==> src/rcf_pkg.sv <==
// constants and carrier types for the reset cause flag block
package rcf_pkg;

   // ------------------------------------------------------------
   // stack geometry
   // ------------------------------------------------------------
   localparam int STK_DEPTH = 16;
   localparam int STK_WIDTH = 15;
   localparam int STK_AW    = 4;
   localparam int STK_CW    = 5;

   // ------------------------------------------------------------
   // register byte addresses
   // ------------------------------------------------------------
   localparam logic [7:0] ADDR_STATUS = 8'h00;
   localparam logic [7:0] ADDR_CTRL   = 8'h04;
   localparam logic [7:0] ADDR_IRQ_ST = 8'h08;
   localparam logic [7:0] ADDR_IRQ_MK = 8'h0C;
   localparam logic [7:0] ADDR_DEPTH  = 8'h10;

   // ------------------------------------------------------------
   // reset cause status fields
   // ------------------------------------------------------------
   localparam int BIT_OVF = 7;
   localparam int BIT_UNF = 6;
   localparam int BIT_WDT = 4;
   localparam int BIT_CLR = 3;
   localparam int BIT_RI  = 2;
   localparam int BIT_POR = 1;
   localparam int BIT_BOR = 0;
   localparam logic [7:0] STATUS_IMPL = 8'hDF;
   // power-on value: por and bor low, others idle
   localparam logic [7:0] STATUS_POR  = 8'h1C;
   // brown-out keeps por bit, lowers bor bit
   localparam logic [7:0] STATUS_BOR  = 8'h1E;
   localparam int BIT_STK_RST_EN = 0;
   localparam int IRQ_W = 2;
   localparam int IRQ_OVF = 1;
   localparam int IRQ_UNF = 0;

   // AXI4-Lite response codes
   localparam logic [1:0] RESP_OKAY   = 2'h0;
   localparam logic [1:0] RESP_SLVERR = 2'h2;

   // ------------------------------------------------------------
   // carriers
   // ------------------------------------------------------------
   typedef struct packed {
      logic                 push;
      logic                 pop;
      logic [STK_WIDTH-1:0] data;
   } rcf_stk_req_type;

   typedef struct packed {
      logic                 valid;
      logic [STK_WIDTH-1:0] data;
   } rcf_stk_rsp_type;

   typedef struct packed {
      logic bor;
      logic wdt;
      logic clr_pin;
      logic reset_instr;
   } rcf_cause_type;

endpackage : rcf_pkg

==> src/rcf_top.sv <==
// reset cause flags, return stack and AXI4-Lite register slave
// How it works
// 16-entry 15-bit return stack flags pushes when full, pops when empty
// stack errors always set their flag; reset pulse only when enabled
// bit 7 set by overflow, cleared only by firmware, power-on or brown-out
// bit 6 set by underflow, cleared only by firmware, power-on or brown-out
// bit 4 goes low on watchdog reset, otherwise holds until firmware, power-on or brown-out sets it
// bit 3 goes low on external clear pin reset
// bit 2 goes low when the reset instruction executes
// bit 1 reads low after power-on; firmware writes it high
// bit 0 low after brown-out or power-on; firmware writes it high
// every implemented flag writable; value held until hardware changes it
// power-on/brown-out initial values; other resets leave flags; bit 5 zero
// flags survive the reset they record, readable straight after
//
// Added by the designer: the register offsets and the AXI4-Lite register port.
`timescale 1ns/1ps
module rcf_top (
   input  wire logic                    aclk,
   input  wire logic                    aresetn,
   // AXI4-Lite slave
   input  wire logic [7:0]              s_axi_awaddr,
   input  wire logic                    s_axi_awvalid,
   output logic                         s_axi_awready,
   input  wire logic [31:0]             s_axi_wdata,
   input  wire logic [3:0]              s_axi_wstrb,
   input  wire logic                    s_axi_wvalid,
   output logic                         s_axi_wready,
   output logic [1:0]                   s_axi_bresp,
   output logic                         s_axi_bvalid,
   input  wire logic                    s_axi_bready,
   input  wire logic [7:0]              s_axi_araddr,
   input  wire logic                    s_axi_arvalid,
   output logic                         s_axi_arready,
   output logic [31:0]                  s_axi_rdata,
   output logic [1:0]                   s_axi_rresp,
   output logic                         s_axi_rvalid,
   input  wire logic                    s_axi_rready,
   // reset causes from the rest of the device
   input  rcf_pkg::rcf_cause_type       cause,
   // core return stack port
   input  rcf_pkg::rcf_stk_req_type     stk_req,
   output rcf_pkg::rcf_stk_rsp_type     stk_rsp,
   output logic                         sw_reset_r,
   output logic                         irq_r
);
   import rcf_pkg::*;

   // ------------------------------------------------------------
   // declarations
   // ------------------------------------------------------------
   logic [7:0]         status_r;
   logic [7:0]         status_nxt;
   logic               stk_rst_en_r;
   logic [IRQ_W-1:0]   irq_st_r;
   logic [IRQ_W-1:0]   irq_st_nxt;
   logic [IRQ_W-1:0]   irq_mk_r;
   logic               aw_held_r;
   logic               w_held_r;
   logic [7:0]         aw_addr_r;
   logic [31:0]        w_data_r;
   logic [3:0]         w_strb_r;
   logic               wr_fire;
   logic               ar_fire;
   logic [31:0]        rd_word;
   logic               rd_hit;
   logic               wr_hit;
   logic               wr_status;
   logic               wr_ctrl;
   logic               wr_irq_st;
   logic               wr_irq_mk;
   logic [7:0]         wbyte;
   logic               any_cause;
   logic               stk_err;
   logic               flush;
   logic               mem_we;
   logic               mem_re;
   logic [STK_AW-1:0]  mem_waddr;
   logic [STK_AW-1:0]  mem_raddr;
   logic               pop_done;
   logic               ovf_ev;
   logic               unf_ev;
   logic [STK_CW-1:0]  stk_count;
   logic [STK_WIDTH-1:0] pop_data;

   // true when an address names one of the five registers
   function automatic logic addr_mapped(input logic [7:0] a);
      return (a == ADDR_STATUS) || (a == ADDR_CTRL) ||
             (a == ADDR_IRQ_ST) || (a == ADDR_IRQ_MK) ||
             (a == ADDR_DEPTH);
   endfunction : addr_mapped

   // ------------------------------------------------------------
   // return stack
   // ------------------------------------------------------------
   rcf_stack_ctl u_ctl (
      .aclk       (aclk),
      .aresetn    (aresetn),
      .flush      (flush),
      .req        (stk_req),
      .we         (mem_we),
      .re         (mem_re),
      .waddr      (mem_waddr),
      .raddr      (mem_raddr),
      .pop_done_r (pop_done),
      .ovf_ev     (ovf_ev),
      .unf_ev     (unf_ev),
      .count_r    (stk_count)
   );

   rcf_stack_mem u_mem (
      .aclk    (aclk),
      .we      (mem_we),
      .waddr   (mem_waddr),
      .wdata   (stk_req.data),
      .re      (mem_re),
      .raddr   (mem_raddr),
      .rdata_r (pop_data)
   );

   // both fields come from flops in the stack modules
   assign stk_rsp = '{valid: pop_done, data: pop_data};

   // ------------------------------------------------------------
   // reset events
   // ------------------------------------------------------------
   // stack error detection
   assign stk_err   = ovf_ev | unf_ev;
   assign any_cause = cause.bor | cause.wdt | cause.clr_pin |
                      cause.reset_instr;
   // any recorded reset, or our own stack reset, empties the stack
   assign flush     = any_cause | sw_reset_r;

   // reset request only when enabled
   always_ff @(posedge aclk) begin
      if (!aresetn) begin
         sw_reset_r <= 1'b0;
      end else begin
         sw_reset_r <= stk_err & stk_rst_en_r;
      end
   end

   // ------------------------------------------------------------
   // AXI4-Lite write channel
   // ------------------------------------------------------------
   // address and data are latched independently, in either order
   assign wr_fire = aw_held_r & w_held_r & ~s_axi_bvalid;
   assign wr_hit  = addr_mapped(aw_addr_r);
   assign wbyte   = w_strb_r[0] ? w_data_r[7:0] : 8'h00;
   assign wr_status = wr_fire & w_strb_r[0] &
                      (aw_addr_r == ADDR_STATUS);
   assign wr_ctrl   = wr_fire & w_strb_r[0] &
                      (aw_addr_r == ADDR_CTRL);
   assign wr_irq_st = wr_fire & w_strb_r[0] &
                      (aw_addr_r == ADDR_IRQ_ST);
   assign wr_irq_mk = wr_fire & w_strb_r[0] &
                      (aw_addr_r == ADDR_IRQ_MK);

   // address holder
   always_ff @(posedge aclk) begin
      if (!aresetn) begin
         aw_held_r     <= 1'b0;
         aw_addr_r     <= 8'h00;
         s_axi_awready <= 1'b0;
      end else begin
         if (s_axi_awvalid && s_axi_awready) begin
            aw_held_r <= 1'b1;
            aw_addr_r <= s_axi_awaddr;
         end else if (wr_fire) begin
            aw_held_r <= 1'b0;
         end
         s_axi_awready <= ~aw_held_r & ~s_axi_awready &
                          s_axi_awvalid;
      end
   end

   // data holder
   always_ff @(posedge aclk) begin
      if (!aresetn) begin
         w_held_r     <= 1'b0;
         w_data_r     <= 32'h0000_0000;
         w_strb_r     <= 4'h0;
         s_axi_wready <= 1'b0;
      end else begin
         if (s_axi_wvalid && s_axi_wready) begin
            w_held_r <= 1'b1;
            w_data_r <= s_axi_wdata;
            w_strb_r <= s_axi_wstrb;
         end else if (wr_fire) begin
            w_held_r <= 1'b0;
         end
         s_axi_wready <= ~w_held_r & ~s_axi_wready & s_axi_wvalid;
      end
   end

   // write response; unmapped address answers SLVERR
   always_ff @(posedge aclk) begin
      if (!aresetn) begin
         s_axi_bvalid <= 1'b0;
         s_axi_bresp  <= RESP_OKAY;
      end else if (wr_fire) begin
         s_axi_bvalid <= 1'b1;
         s_axi_bresp  <= wr_hit ? RESP_OKAY : RESP_SLVERR;
      end else if (s_axi_bready) begin
         s_axi_bvalid <= 1'b0;
      end
   end

   // ------------------------------------------------------------
   // AXI4-Lite read channel
   // ------------------------------------------------------------
   assign ar_fire = s_axi_arvalid & s_axi_arready;
   assign rd_hit  = addr_mapped(s_axi_araddr);

   // read mux; bits above each field read zero
   always_comb begin
      rd_word = 32'h0000_0000;
      unique case (s_axi_araddr)
         ADDR_STATUS: rd_word[7:0] = status_r & STATUS_IMPL;
         ADDR_CTRL:   rd_word[BIT_STK_RST_EN] = stk_rst_en_r;
         ADDR_IRQ_ST: rd_word[IRQ_W-1:0] = irq_st_r;
         ADDR_IRQ_MK: rd_word[IRQ_W-1:0] = irq_mk_r;
         ADDR_DEPTH:  rd_word[STK_CW-1:0] = stk_count;
         default:     rd_word = 32'h0000_0000;
      endcase
   end

   // one read in flight; arready drops while the answer waits
   always_ff @(posedge aclk) begin
      if (!aresetn) begin
         s_axi_arready <= 1'b0;
         s_axi_rvalid  <= 1'b0;
         s_axi_rdata   <= 32'h0000_0000;
         s_axi_rresp   <= RESP_OKAY;
      end else begin
         s_axi_arready <= ~s_axi_rvalid & ~s_axi_arready &
                          s_axi_arvalid;
         if (ar_fire) begin
            s_axi_rvalid <= 1'b1;
            s_axi_rdata  <= rd_word;
            s_axi_rresp  <= rd_hit ? RESP_OKAY : RESP_SLVERR;
         end else if (s_axi_rready) begin
            s_axi_rvalid <= 1'b0;
         end
      end
   end

   // ------------------------------------------------------------
   // reset cause status
   // ------------------------------------------------------------
   // firmware write first, hardware events after so they win
   always_comb begin
      status_nxt = status_r;
      // firmware may write every implemented flag
      if (wr_status) begin
         status_nxt = wbyte;
      end
      // brown-out lowers its flag
      // brown-out reinitialises, keeps the power-on bit
      if (cause.bor) begin
         status_nxt = STATUS_BOR;
         status_nxt[BIT_POR] = status_r[BIT_POR];
      end
      // overflow sets its flag
      if (ovf_ev) begin
         status_nxt[BIT_OVF] = 1'b1;
      end
      // underflow sets its flag
      if (unf_ev) begin
         status_nxt[BIT_UNF] = 1'b1;
      end
      // watchdog reset pulls its flag low
      if (cause.wdt) begin
         status_nxt[BIT_WDT] = 1'b0;
      end
      // clear pin reset pulls its flag low
      if (cause.clr_pin) begin
         status_nxt[BIT_CLR] = 1'b0;
      end
      // reset instruction pulls its flag low
      if (cause.reset_instr) begin
         status_nxt[BIT_RI] = 1'b0;
      end
      // bit 5 never stores a one
      status_nxt = status_nxt & STATUS_IMPL;
   end

   // only power-on reloads; recorded resets pass through
   // power-on leaves por and bor low
   always_ff @(posedge aclk) begin
      if (!aresetn) begin
         status_r <= STATUS_POR;
      end else begin
         status_r <= status_nxt;
      end
   end

   // ------------------------------------------------------------
   // control and interrupts
   // ------------------------------------------------------------
   // event set beats a write-one clear in the same cycle
   assign irq_st_nxt = (irq_st_r &
                        ~(wr_irq_st ? wbyte[IRQ_W-1:0] : '0)) |
                       {ovf_ev, unf_ev};

   always_ff @(posedge aclk) begin
      if (!aresetn) begin
         stk_rst_en_r <= 1'b0;
         irq_st_r     <= '0;
         irq_mk_r     <= '0;
         irq_r        <= 1'b0;
      end else begin
         if (wr_ctrl) begin
            stk_rst_en_r <= wbyte[BIT_STK_RST_EN];
         end
         if (wr_irq_mk) begin
            irq_mk_r <= wbyte[IRQ_W-1:0];
         end
         irq_st_r <= irq_st_nxt;
         irq_r    <= |(irq_st_nxt & irq_mk_r);
      end
   end

endmodule : rcf_top

==> src/rcf_stack_mem.sv <==
// return stack storage with registered read data
`timescale 1ns/1ps
module rcf_stack_mem #(
   parameter int WIDTH = rcf_pkg::STK_WIDTH,
   parameter int DEPTH = rcf_pkg::STK_DEPTH,
   parameter int AW    = rcf_pkg::STK_AW
) (
   input  wire logic             aclk,
   input  wire logic             we,
   input  wire logic [AW-1:0]    waddr,
   input  wire logic [WIDTH-1:0] wdata,
   input  wire logic             re,
   input  wire logic [AW-1:0]    raddr,
   output logic      [WIDTH-1:0] rdata_r
);
   import rcf_pkg::*;

   logic [WIDTH-1:0] mem [DEPTH];

   // storage has no reset: contents only matter once pushed
   always_ff @(posedge aclk) begin
      if (we) begin
         mem[waddr] <= wdata;
      end
   end

   // read port, held between pops
   always_ff @(posedge aclk) begin
      if (re) begin
         rdata_r <= mem[raddr];
      end
   end

endmodule : rcf_stack_mem

==> src/rcf_stack_ctl.sv <==
// return stack pointer, fill count and error detection
`timescale 1ns/1ps
module rcf_stack_ctl #(
   parameter int DEPTH = rcf_pkg::STK_DEPTH,
   parameter int AW    = rcf_pkg::STK_AW,
   parameter int CW    = rcf_pkg::STK_CW
) (
   input  wire logic                     aclk,
   input  wire logic                     aresetn,
   input  wire logic                     flush,
   input  rcf_pkg::rcf_stk_req_type      req,
   output logic                          we,
   output logic                          re,
   output logic      [AW-1:0]            waddr,
   output logic      [AW-1:0]            raddr,
   output logic                          pop_done_r,
   output logic                          ovf_ev,
   output logic                          unf_ev,
   output logic      [CW-1:0]            count_r
);
   import rcf_pkg::*;

   localparam logic [CW-1:0] FULL = CW'(DEPTH);
   localparam logic [CW-1:0] ONE  = CW'(1);

   logic          is_full;
   logic          is_empty;
   logic          do_pop;
   logic          do_push;
   logic [CW-1:0] count_nxt;

   // pop wins when both arrive together
   assign do_pop   = req.pop;
   assign do_push  = req.push & ~req.pop;
   assign is_full  = (count_r == FULL);
   assign is_empty = (count_r == '0);
   // overflow and underflow
   assign ovf_ev   = do_push & is_full;
   assign unf_ev   = do_pop & is_empty;
   assign we       = do_push & ~is_full;
   assign re       = do_pop;
   assign waddr    = count_r[AW-1:0];
   // empty pop wraps to the top entry, like a circular stack
   assign raddr    = AW'(count_r - ONE);

   always_comb begin
      count_nxt = count_r;
      if (do_pop && !is_empty) begin
         count_nxt = count_r - ONE;
      end else if (we) begin
         count_nxt = count_r + ONE;
      end
   end

   // fill count; a recorded reset empties the stack
   always_ff @(posedge aclk) begin
      if (!aresetn || flush) begin
         count_r    <= '0;
         pop_done_r <= 1'b0;
      end else begin
         count_r    <= count_nxt;
         pop_done_r <= do_pop;
      end
   end

endmodule : rcf_stack_ctl

==> config.mk <==
export PLATFORM = sky130hd
export DESIGN_NAME = rcf_top
export DESIGN_NICKNAME = d
export VERILOG_FILES = /design/src/rcf_pkg.sv /design/src/rcf_top.sv /design/src/rcf_stack_mem.sv /design/src/rcf_stack_ctl.sv
export SDC_FILE = /design/constraint.sdc
export NUM_CORES = 1
export LEC_CHECK = 0
export BUFFER_PORTS_ARGS = -buffer_cell sky130_fd_sc_hd__buf_2
export CORE_MARGIN = 3
export CORE_UTILIZATION = 50
export CTS_CLUSTER_SIZE = 24
export DETAILED_ROUTE_END_ITERATION = 8
export PLACE_DENSITY_LB_ADDON = 0.25
export SLEW_MARGIN = 10
export SYNTH_ARGS = -nofsm -noshare
export SYNTH_HDL_FRONTEND = slang
export SYNTH_SLANG_ARGS = --single-unit
==> constraint.sdc <==
create_clock -name aclk -period 4.35 [get_ports aclk]
set_input_delay 0.2175 -clock aclk [delete_from_list [all_inputs] [get_ports aclk]]
set_output_delay 0.2175 -clock aclk [all_outputs]
set_load 0.01 [all_outputs]
# After elaboration in Yosys (flattened, before gate mapping)
# Memories as Yosys holds them, arrays and structs flattened. A register that Yosys moved wholly into a read port is not among the register bits.
# Cells that the tools add are included.
# Widths: inputs -> output; s select.
[totals]
memories = 1
inputBits = 80
ff_bits = 57
output_inout_bits = 59
mem_bits_rw = 240
[op_classes]
n_reduce_logical = 30
n_bitwise = 39
mux = 26
addsub = 2
n_eq_ne = 9
[mem_list]
columns = ["name", "depth", "width", "read_ports", "rd_ports_with_merged_regs", "wr", "line_no", "text"]
rows = [
  ["u_mem.mem", 16, 15, 1, 1, 1, "rcf_stack_mem.sv:18", "logic [WIDTH-1:0] mem [DEPTH];"],
]
[ops]
columns = ["op", "n"]
rows = [
  ["$eq 8x4->1 const B", 4],
  ["$mux 8", 3],
  ["$and 1x1->1", 19],
  ["$eq 8x3->1 const B", 2],
  ["$eq 8x5->1 const B", 2],
  ["$logic_not 8->1", 2],
  ["$reduce_bool 3->1", 5],
  ["$mux 1", 14],
  ["$not 1->1", 11],
  ["$mux 5", 2],
  ["$reduce_bool 2->1", 5],
  ["$logic_or 1x1->1", 9],
  ["$mux 2", 3],
  ["$pmux 3 s2", 1],
  ["$add 5x1->5 const B", 1],
  ["$eq 5x5->1 const B", 1],
  ["$logic_not 5->1", 1],
  ["$or 1x1->1", 5],
  ["$pmux 1 s5", 1],
  ["$sub 5x1->5 const B", 1],
  ["$and 2x2->2", 2],
  ["$pmux 1 s4", 1],
  ["$reduce_or 2->1", 2],
  ["$logic_and 1x1->1", 3],
  ["5 further kinds", 6],
]

# Logic depth before layout (Yosys ltp)
# Gate-level depths: netlist of the first run.
[depth]
depth_word = 10
mapped_depth = 11
depth_no_buf = 6

# By module
# A second synthesis of the first run with hierarchy kept.
[unflattened]
cells_unflattened = 720
hier_area_um2 = 12409.4
[modules_own_cells]
columns = ["module", "instances", "area_each_um2", "cells_per_inst", "seq_area_each_um2"]
rows = [
  ["rcf_stack_mem", 1, 9596.7, 406, 7657.3],
  ["rcf_top", 1, 2307.2, 252, 920.9],
  ["rcf_stack_ctl", 1, 505.5, 62, 120.1],
]

# Worst setup path before layout of the first run
# No wires, ideal clock.
[synth_timing]
path_kind = "register to register"
from = "register u_ctl.count_r[0]"
to = "memory u_mem.mem[2][0] (netlist bit), enable pin"
stages_incl_launch_ff = 11
t_required_ns = 3.944
period_less_slack_ns = 3.456
path_buffers = 4
arrival_time_ns = 3.050
path_slack_ns = 0.894
path_cell_list = "dfxtp_1 -> clkbuf_1 -> buf_2 -> buf_2 -> inv_1 -> ha_1 -> nand4bb_1 -> and2_1 -> clkbuf_1 -> nand2_1 -> nor3_1"
[synth_between]
elab_chain_len = 5
[synth_lines]
columns = ["item", "line_no", "text"]
rows = [
  ["start: declaration", "rcf_stack_ctl.sv:19", "output logic [CW-1:0] count_r"],
  ["start signal: assignment", "rcf_stack_ctl.sv:61", "count_r <= count_nxt;"],
  ["$eq 5x5->1", "rcf_stack_ctl.sv:35", "assign is_full = (count_r == FULL);"],
  ["$not 1->1", "rcf_stack_ctl.sv:40", "assign we = do_push & ~is_full;"],
  ["$and 1x1->1", "rcf_stack_ctl.sv:40", ""],
  ["$mux 1", "rcf_stack_mem.sv:22", "if (we) begin"],
  ["$mux 1 (not written as such)", "rcf_stack_mem.sv:23", "mem[waddr] <= wdata;"],
  ["end: declaration", "rcf_stack_mem.sv:18", ""],
]
# Parallel ways exist; a longest one is shown, timed or not.

# Worst setup path in the final report of the first run
[layout_timing]
from = "register u_ctl.count_r[2]"
to = "memory u_mem.mem[6][11] (netlist bit), enable pin"
# The elaborated chain is that of the path after synthesis.

==> results.py, run 1 <==
metrics = {
    "detailed_routing": {
        "vias": 6862,
        "via_per_inst": 5.66,
        "drtIter0Drc": 594,
        "wl_per_cell_um": 21.2,
        "firstDrtPassIters": 5,
        "routed_wl_um": 25700,
        "postRouteAntennaNets": 0,
        "drc": 0,
    },
    "timing": {
        "skew_ns": 0.00726,
        "finalSetupTns_ns": 0,
        "max_slew_margin": 0.292,
        "rsz0062_at_grt": "false",
        "setup_viol": 0,
        "hold_viol_final": 0,
        "fin_crit_sh": 0.719,
        "fin_crit_ns": 3.13,
        "final-max-slew-violation-count": 0,
        "fmax_ghz": 0.320,
        "worstMarginPinSlew_ns": 1.06,
    },
    "placed_design": {
        "gp_congestion": 0.766,
        "portBuffers": 83,
        "dp_hpwl_um": 15800,
    },
    "logic_synthesis": {
        "ys.flop_type": "edfxtp_1",
        "synth-seq-cells": 307,
        "synth_edf_count": 255,
        "yosysMostFrequentCell": "edfxtp_1",
        "yosysSeqAreaShare": 0.709,
        "yosysWarningCount": 0,
        "yosys-top-cells-area": "edfxtp_1 (62%), mux4_2 (11%), dfxtp_1 (8.5%), nand2_1 (2.2%), buf_4 (1.7%)",
        "synth_cell_types": 56,
        "yosys-top-cells-count": "edfxtp_1 (255), nand2_1 (72), mux4_2 (61)",
        "synth_top_area_frac": 0.624,
        "synth_area_leader_cell": "edfxtp_1",
        "syn_inst": 746,
        "async_reset_ff_frac": 0,
        "avgSynthCellArea_sq_um": 16.5,
        "synth_area_sq_um": 12300,
    },
    "worst_setup_path": {
        "worst-setup-path-type": "flip-flop to flip-flop",
        "cp_cell_sequence": "nand4bb_1, and2_1, nand2_1, nor2_1, buf_4",
        "reg2reg_slack_ns": 1.22,
        "cp-start-kind": "flip-flop",
        "crit_path_max_incr_delay_ns": 0.83,
        "critPathTopFamily": "simple AND/OR/NAND/NOR gates",
        "cp_slowest_cell": "dfxtp_1",
        "critPathArrivalTime_ns": 3.36,
        "cp_num_buf_inv": 1,
        "cp-end-kind": "flip-flop",
        "required_ns": 4.58,
        "crit_fanout": 17,
    },
    "job": {
        "cap_violations": 0,
    },
    "power": {
        "total_leakage_power_nw": 4.78,
        "max-vdd-ir-drop_mv": 0.262,
        "power_mw": 5.82,
        "p_per_area_nw_per_um2": 408,
    },
    "floorplanning": {
        "chipWidth_um": 163,
        "fp.coreArea_sq_um": 23800,
        "dieArea_sq_um": 26500,
        "die_h_um": 163,
        "start_util": 0.515,
        "rows": 56,
        "io_pins": 139,
    },
    "cts": {
        "cts_setup_buffers": 0,
        "postCtsResizedCells": 0,
        "cts_buffers": 30,
        "htree_levels": 1,
        "cts.sink_count": 307,
        "cts_max_path_buffers": 3,
        "cts_root_buf": "clkbuf_16",
        "clkTransAtPathRegs_ns": 0.06,
        "cts_tree": "built",
        "clock_latency_ns": 0.53,
    },
    "finish": {
        "diodes": 0,
        "nets": 953,
        "area_delta_synth_final_pct": 16.2,
        "fillers": 1752,
        "layout-drive-gt1-share": 0.250,
    },
    "worst_hold_path": {
        "min_path_type": "input port to flip-flop",
    },
    "global_routing": {
        "grt_pass1_wl_um": 39500,
        "grt_usage": 0.196,
        "grt-ovfl-total": 0,
        "grt_pass1_vias": 6917,
        "antenna_found_initial": 0,
        "grt_start_max_net_pins": 61,
    },
    "status": {
        "status": "finished clean",
    },
}
worst paths after layout:
check	start	end	cells past startpoint
max	u_ctl.count_r[2]	u_mem.mem[6][11]	5
min	s_axi_araddr[0]	s_axi_rresp[1]	4
max reg2reg	u_ctl.count_r[2]	u_mem.mem[6][11]	5
min reg2reg	s_axi_rvalid	s_axi_arready	1
timing repair:
| item | CTS | global route |
|---|---|---|
| endpoints found under the setup margin | 0 | 0 |
| endpoints found under the hold margin | 26 | 0 |
| hold buffers | 26 | 0 |
where the power goes:
group / switching (mW) / total (mW) / internal (mW) / leakage [nW]
sequential: 0.0166 / 3.22 / 3.20 / 2.73
clock: 1.01 / 2.43 / 1.42 / 0.440
combinational: 0.108 / 0.175 / 0.0667 / 1.61
total: 1.14 / 5.82 / 4.68 / 4.78
layout by cell type, fill, tap and decap left out, drive strengths merged, types with 22 or more instances in the layout:
| cell type | synthesis | layout |
|---|---|---|
| dfxtp | 52 | 52 |
| buf | 37 | 108 |
| mux4 | 61 | 61 |
| nand3 | 24 | 24 |
| clkbuf | 32 | 39 |
| nor2b | 22 | 22 |
| dlygate4sd3 | 0 | 26 |
| nand2 | 72 | 72 |
| edfxtp | 255 | 255 |
| conb | 1 | 27 |
kinds of logic (layout without fill, tap and decap cells):
family	after synthesis	count (layout)	synth area share
compound gates	97	97	0.0572
flops	307	307	0.709
other cells	1	27	0.000305
buf+inv	80	201	0.0343
xor+xnor	3	3	0.00214
simple gates	186	186	0.0754
mux	68	68	0.118
fa+ha+maj	4	4	0.00408
through the flow:
stage	cell area [sq um]	setup WS (ns)	util	std cells	hold WS [ns]
after floorplan	12400	0.894	-	772	0.316
after global placement	13100	1.33	0.549	1130	0.422
after detailed placement	13100	1.31	0.549	1130	0.435
after CTS	14300	1.23	0.599	1212	0.0309
after global routing	14300	1.13	0.599	1212	0.0421
final	14300	1.22	0.599	1212	0.0479
tightest hold or removal path: cells and delay by family:
family,cells,cell delay (ns)
AOI/OAI and AO/OA,1,0.11
buffers and inverters,1,0.07
and+or+nand+nor,2,0.15
registers in the layout, summed over array words and instances (netlist names), 5 cells and up:
signal,cells
s_axi_rdata,7
u_ctl.count_r,5
u_mem.rdata_r,15
w_data_r,7
status_r,7
u_mem.mem,240
aw_addr_r,8
cell type report:
| class | instances | area (sq um) | area share |
|---|---|---|---|
| Sequential cell | 307 | 8700 | 0.610 |
| Clock buffer | 39 | 806 | 0.0565 |
| Clock inverter | 17 | 130 | 0.00912 |
| Timing Repair Buffer | 134 | 888 | 0.0623 |
| Inverter | 11 | 41.3 | 0.00289 |
| Multi-Input combinational cell | 385 | 3300 | 0.231 |
| Tap cell | 319 | 399 | 0.0280 |
routing by layer:
layer / vias up / share of wire / track usage / wire length (um)
li1: 3104 / - / - / -
met1: 3489 / 0.41 / 0.265 / 10600
met2: 230 / 0.51 / 0.342 / 13200
met3: 39 / 0.054 / 0.0285 / 1390
met4: 0 / 0.019 / 0.0400 / 495
met5: - / 0 / 0 / 0
Power figures use the tool's default switching activity.
==> run 2, diff against run 1 <==
==> constraint.sdc (replaced) <==
create_clock -name aclk -period 3 [get_ports aclk]
set_input_delay 0.15 -clock aclk [delete_from_list [all_inputs] [get_ports aclk]]
set_output_delay 0.15 -clock aclk [all_outputs]
set_load 0.01 [all_outputs]
==> run 2 against run 1 <==
Compared with the run above:
- final cell count increased by 3.0%
- combinational power increased by 62%
- sequential cell count unchanged
- worst setup slack got worse by 0.82 ns
- worst hold slack got worse by 0.0055 ns
- via count increased by 2.4%
- die area unchanged
- global-route usage increased by 0.25 points
- critical endpoint is now u_mem.rdata_r[4]
==> results.py, run 2 (synthesis gave the netlist of run 1 again) <==
metrics = {
    "timing": {
        "fin_crit_sh": 0.865,
        "skew_ns": 0.0137,
        "rsz0062_at_grt": "false",
        "setup_viol": 0,
        "fmax_ghz": 0.385,
        "worstMarginPinSlew_ns": 0.829,
        "final-max-slew-violation-count": 0,
        "max_slew_margin": 0.442,
        "fin_crit_ns": 2.60,
        "hold_slack_ns": 0.0424,
        "finalSetupTns_ns": 0,
        "hold_viol_final": 0,
        "setup_ws_ns": 0.404,
    },
    "cts": {
        "cts_tree": "built",
        "cts_buffers": 30,
        "clkTransAtPathRegs_ns": 0.06,
        "cts_setup_buffers": 0,
        "htree_levels": 1,
        "cts_max_path_buffers": 3,
        "clock_latency_ns": 0.55,
        "cts.sink_count": 307,
        "cts_root_buf": "clkbuf_16",
        "postCtsResizedCells": 0,
    },
    "placed_design": {
        "portBuffers": 83,
        "gp_congestion": 0.782,
        "post-place-ws_ns": 0.456,
        "dp_hpwl_um": 15600,
    },
    "worst_setup_path": {
        "cp-start-kind": "flip-flop",
        "reg2reg_slack_ns": 0.40,
        "cp-end-kind": "flip-flop",
        "rr_worst_depth": 7,
        "crit_end": "u_mem.rdata_r[4]",
        "critPathArrivalTime_ns": 2.87,
        "worst-setup-path-type": "flip-flop to flip-flop",
        "crit_fanout": 48,
        "r2r-start": "u_ctl.count_r[1]",
        "startpoint": "u_ctl.count_r[1]",
        "r2r_end": "u_mem.rdata_r[4]",
        "required_ns": 3.28,
    },
    "job": {
        "cap_violations": 0,
    },
    "power": {
        "clkPwrFrac": 0.433,
        "total_leakage_power_nw": 4.97,
        "internal-power_mw": 7.02,
        "p_per_area_nw_per_um2": 593,
        "power_mw": 8.73,
        "max-vdd-ir-drop_mv": 0.354,
        "seqPwrFrac": 0.535,
        "power.share.combinational": 0.032,
        "switchingPower_mw": 1.71,
        "netSwitchingFraction": 0.196,
    },
    "detailed_routing": {
        "drtIter0Drc": 620,
        "wl_per_cell_um": 20.8,
        "firstDrtPassIters": 5,
        "drc": 0,
        "routed_wl_um": 25900,
        "via_per_inst": 5.63,
        "vias": 7025,
        "postRouteAntennaNets": 0,
    },
    "finish": {
        "largest_reg_flops": 240,
        "final_util": 0.617,
        "layout_common_cells": "edfxtp_1 (255), buf_2 (83), nand2_1 (72)",
        "nets": 989,
        "final_common_cell": "edfxtp_1",
        "layout-drive-gt1-share": 0.258,
        "area_delta_synth_final_pct": 19.8,
        "reg_top3": "u_mem.mem x240, u_mem.rdata_r x15, aw_addr_r x8",
        "diodes": 0,
        "largest_register": "u_mem.mem",
    },
    "global_routing": {
        "grt-ovfl-total": 0,
        "grt_start_max_net_pins": 61,
        "grt_pass1_wl_um": 40300,
        "antenna_found_initial": 0,
        "grt_pass1_vias": 7174,
        "grt_usage": 0.198,
    },
    "floorplanning": {
        "dieArea_sq_um": 26500,
        "die_h_um": 163,
        "fp.coreArea_sq_um": 23800,
        "chipWidth_um": 163,
        "start_util": 0.515,
        "io_pins": 139,
        "rows": 56,
    },
    "status": {
        "status": "finished clean",
    },
    "worst_hold_path": {
        "min_path_type": "input port to flip-flop",
    },
}
-- run 2: changes by cell type in the layout (fill, tap and decap cells not counted), sizes merged --
cell	previous run	this run
clkinvlp	4	0
clkbuf	39	42
buf	108	113
clkinv	11	10
inv	11	12
bufinv	2	3
dlygate4sd3	26	57
-- run 2: final cells by class --
type	instances	area (sq um)
Fill cell	1731	9110
Sequential cell	307	8700
Multi-Input combinational cell	385	3300
Timing Repair Buffer	170	1250
Clock buffer	42	861
Tap cell	319	399
Clock inverter	14	155
Inverter	11	41.3
-- run 2: repair_timing --
item                       4_1_cts  5_1_grt
setup endpoints to repair        0        0
hold endpoints to repair       266        0
hold buffers                    57        0
-- run 2: worst min-delay path by stage --
| stage | startpoint | endpoint | slack (ns) | depth (start not counted) |
|---|---|---|---|---|
| 6_report | aresetn | s_axi_arready | 0.04 | 3 |
| 5_1_grt | aresetn | s_axi_arready | 0.07 | 3 |
| 4_1_cts | aresetn | s_axi_arready | 0.01 | 3 |
| 3_5_place_dp | cause[0] | status_r[2] | 0.38 | 2 |
| 3_3_place_gp | cause[1] | status_r[3] | 0.37 | 2 |
| 2_1_floorplan | stk_req[0] | u_mem.mem[0][0] | 0.25 | 0 |
-- run 2: worst max-delay path, cell delays in order (launching register included) --
cell	delay, ns
dfxtp_1	0.51
inv_1	0.14
ha_2	0.37
buf_12	0.27
mux4_2	0.36
nor2b_1	0.15
a211oi_1	0.43
a31oi_1	0.08
-- run 2: power by group through the flow --
stage | combinational, mW | sequential [mW] | clock, mW
6_report | 0.283 | 4.67 | 3.78
5_1_grt | 0.312 | 4.67 | 4.02
4_1_cts | 0.280 | 4.67 | 3.85
3_5_place_dp | 0.229 | 4.76 | 0
3_3_place_gp | 0.216 | 4.75 | 0
2_1_floorplan | 0.134 | 4.75 | 0
-- run 2: routing by layer --
layer  wire length, um  track usage
met5                 0            0
met4               522       0.0496
met3              1400       0.0257
met2             13100        0.336
met1             10900        0.276
-- run 2: per-stage QoR --
| stage | instance area, sq um | cells |
|---|---|---|
| global placement | 13100 | 1135 |
| detailed placement | 13100 | 1135 |
| finish | 14700 | 1248 |
| CTS | 14700 | 1248 |
| floorplan | 12400 | 772 |
| global route | 14700 | 1248 |
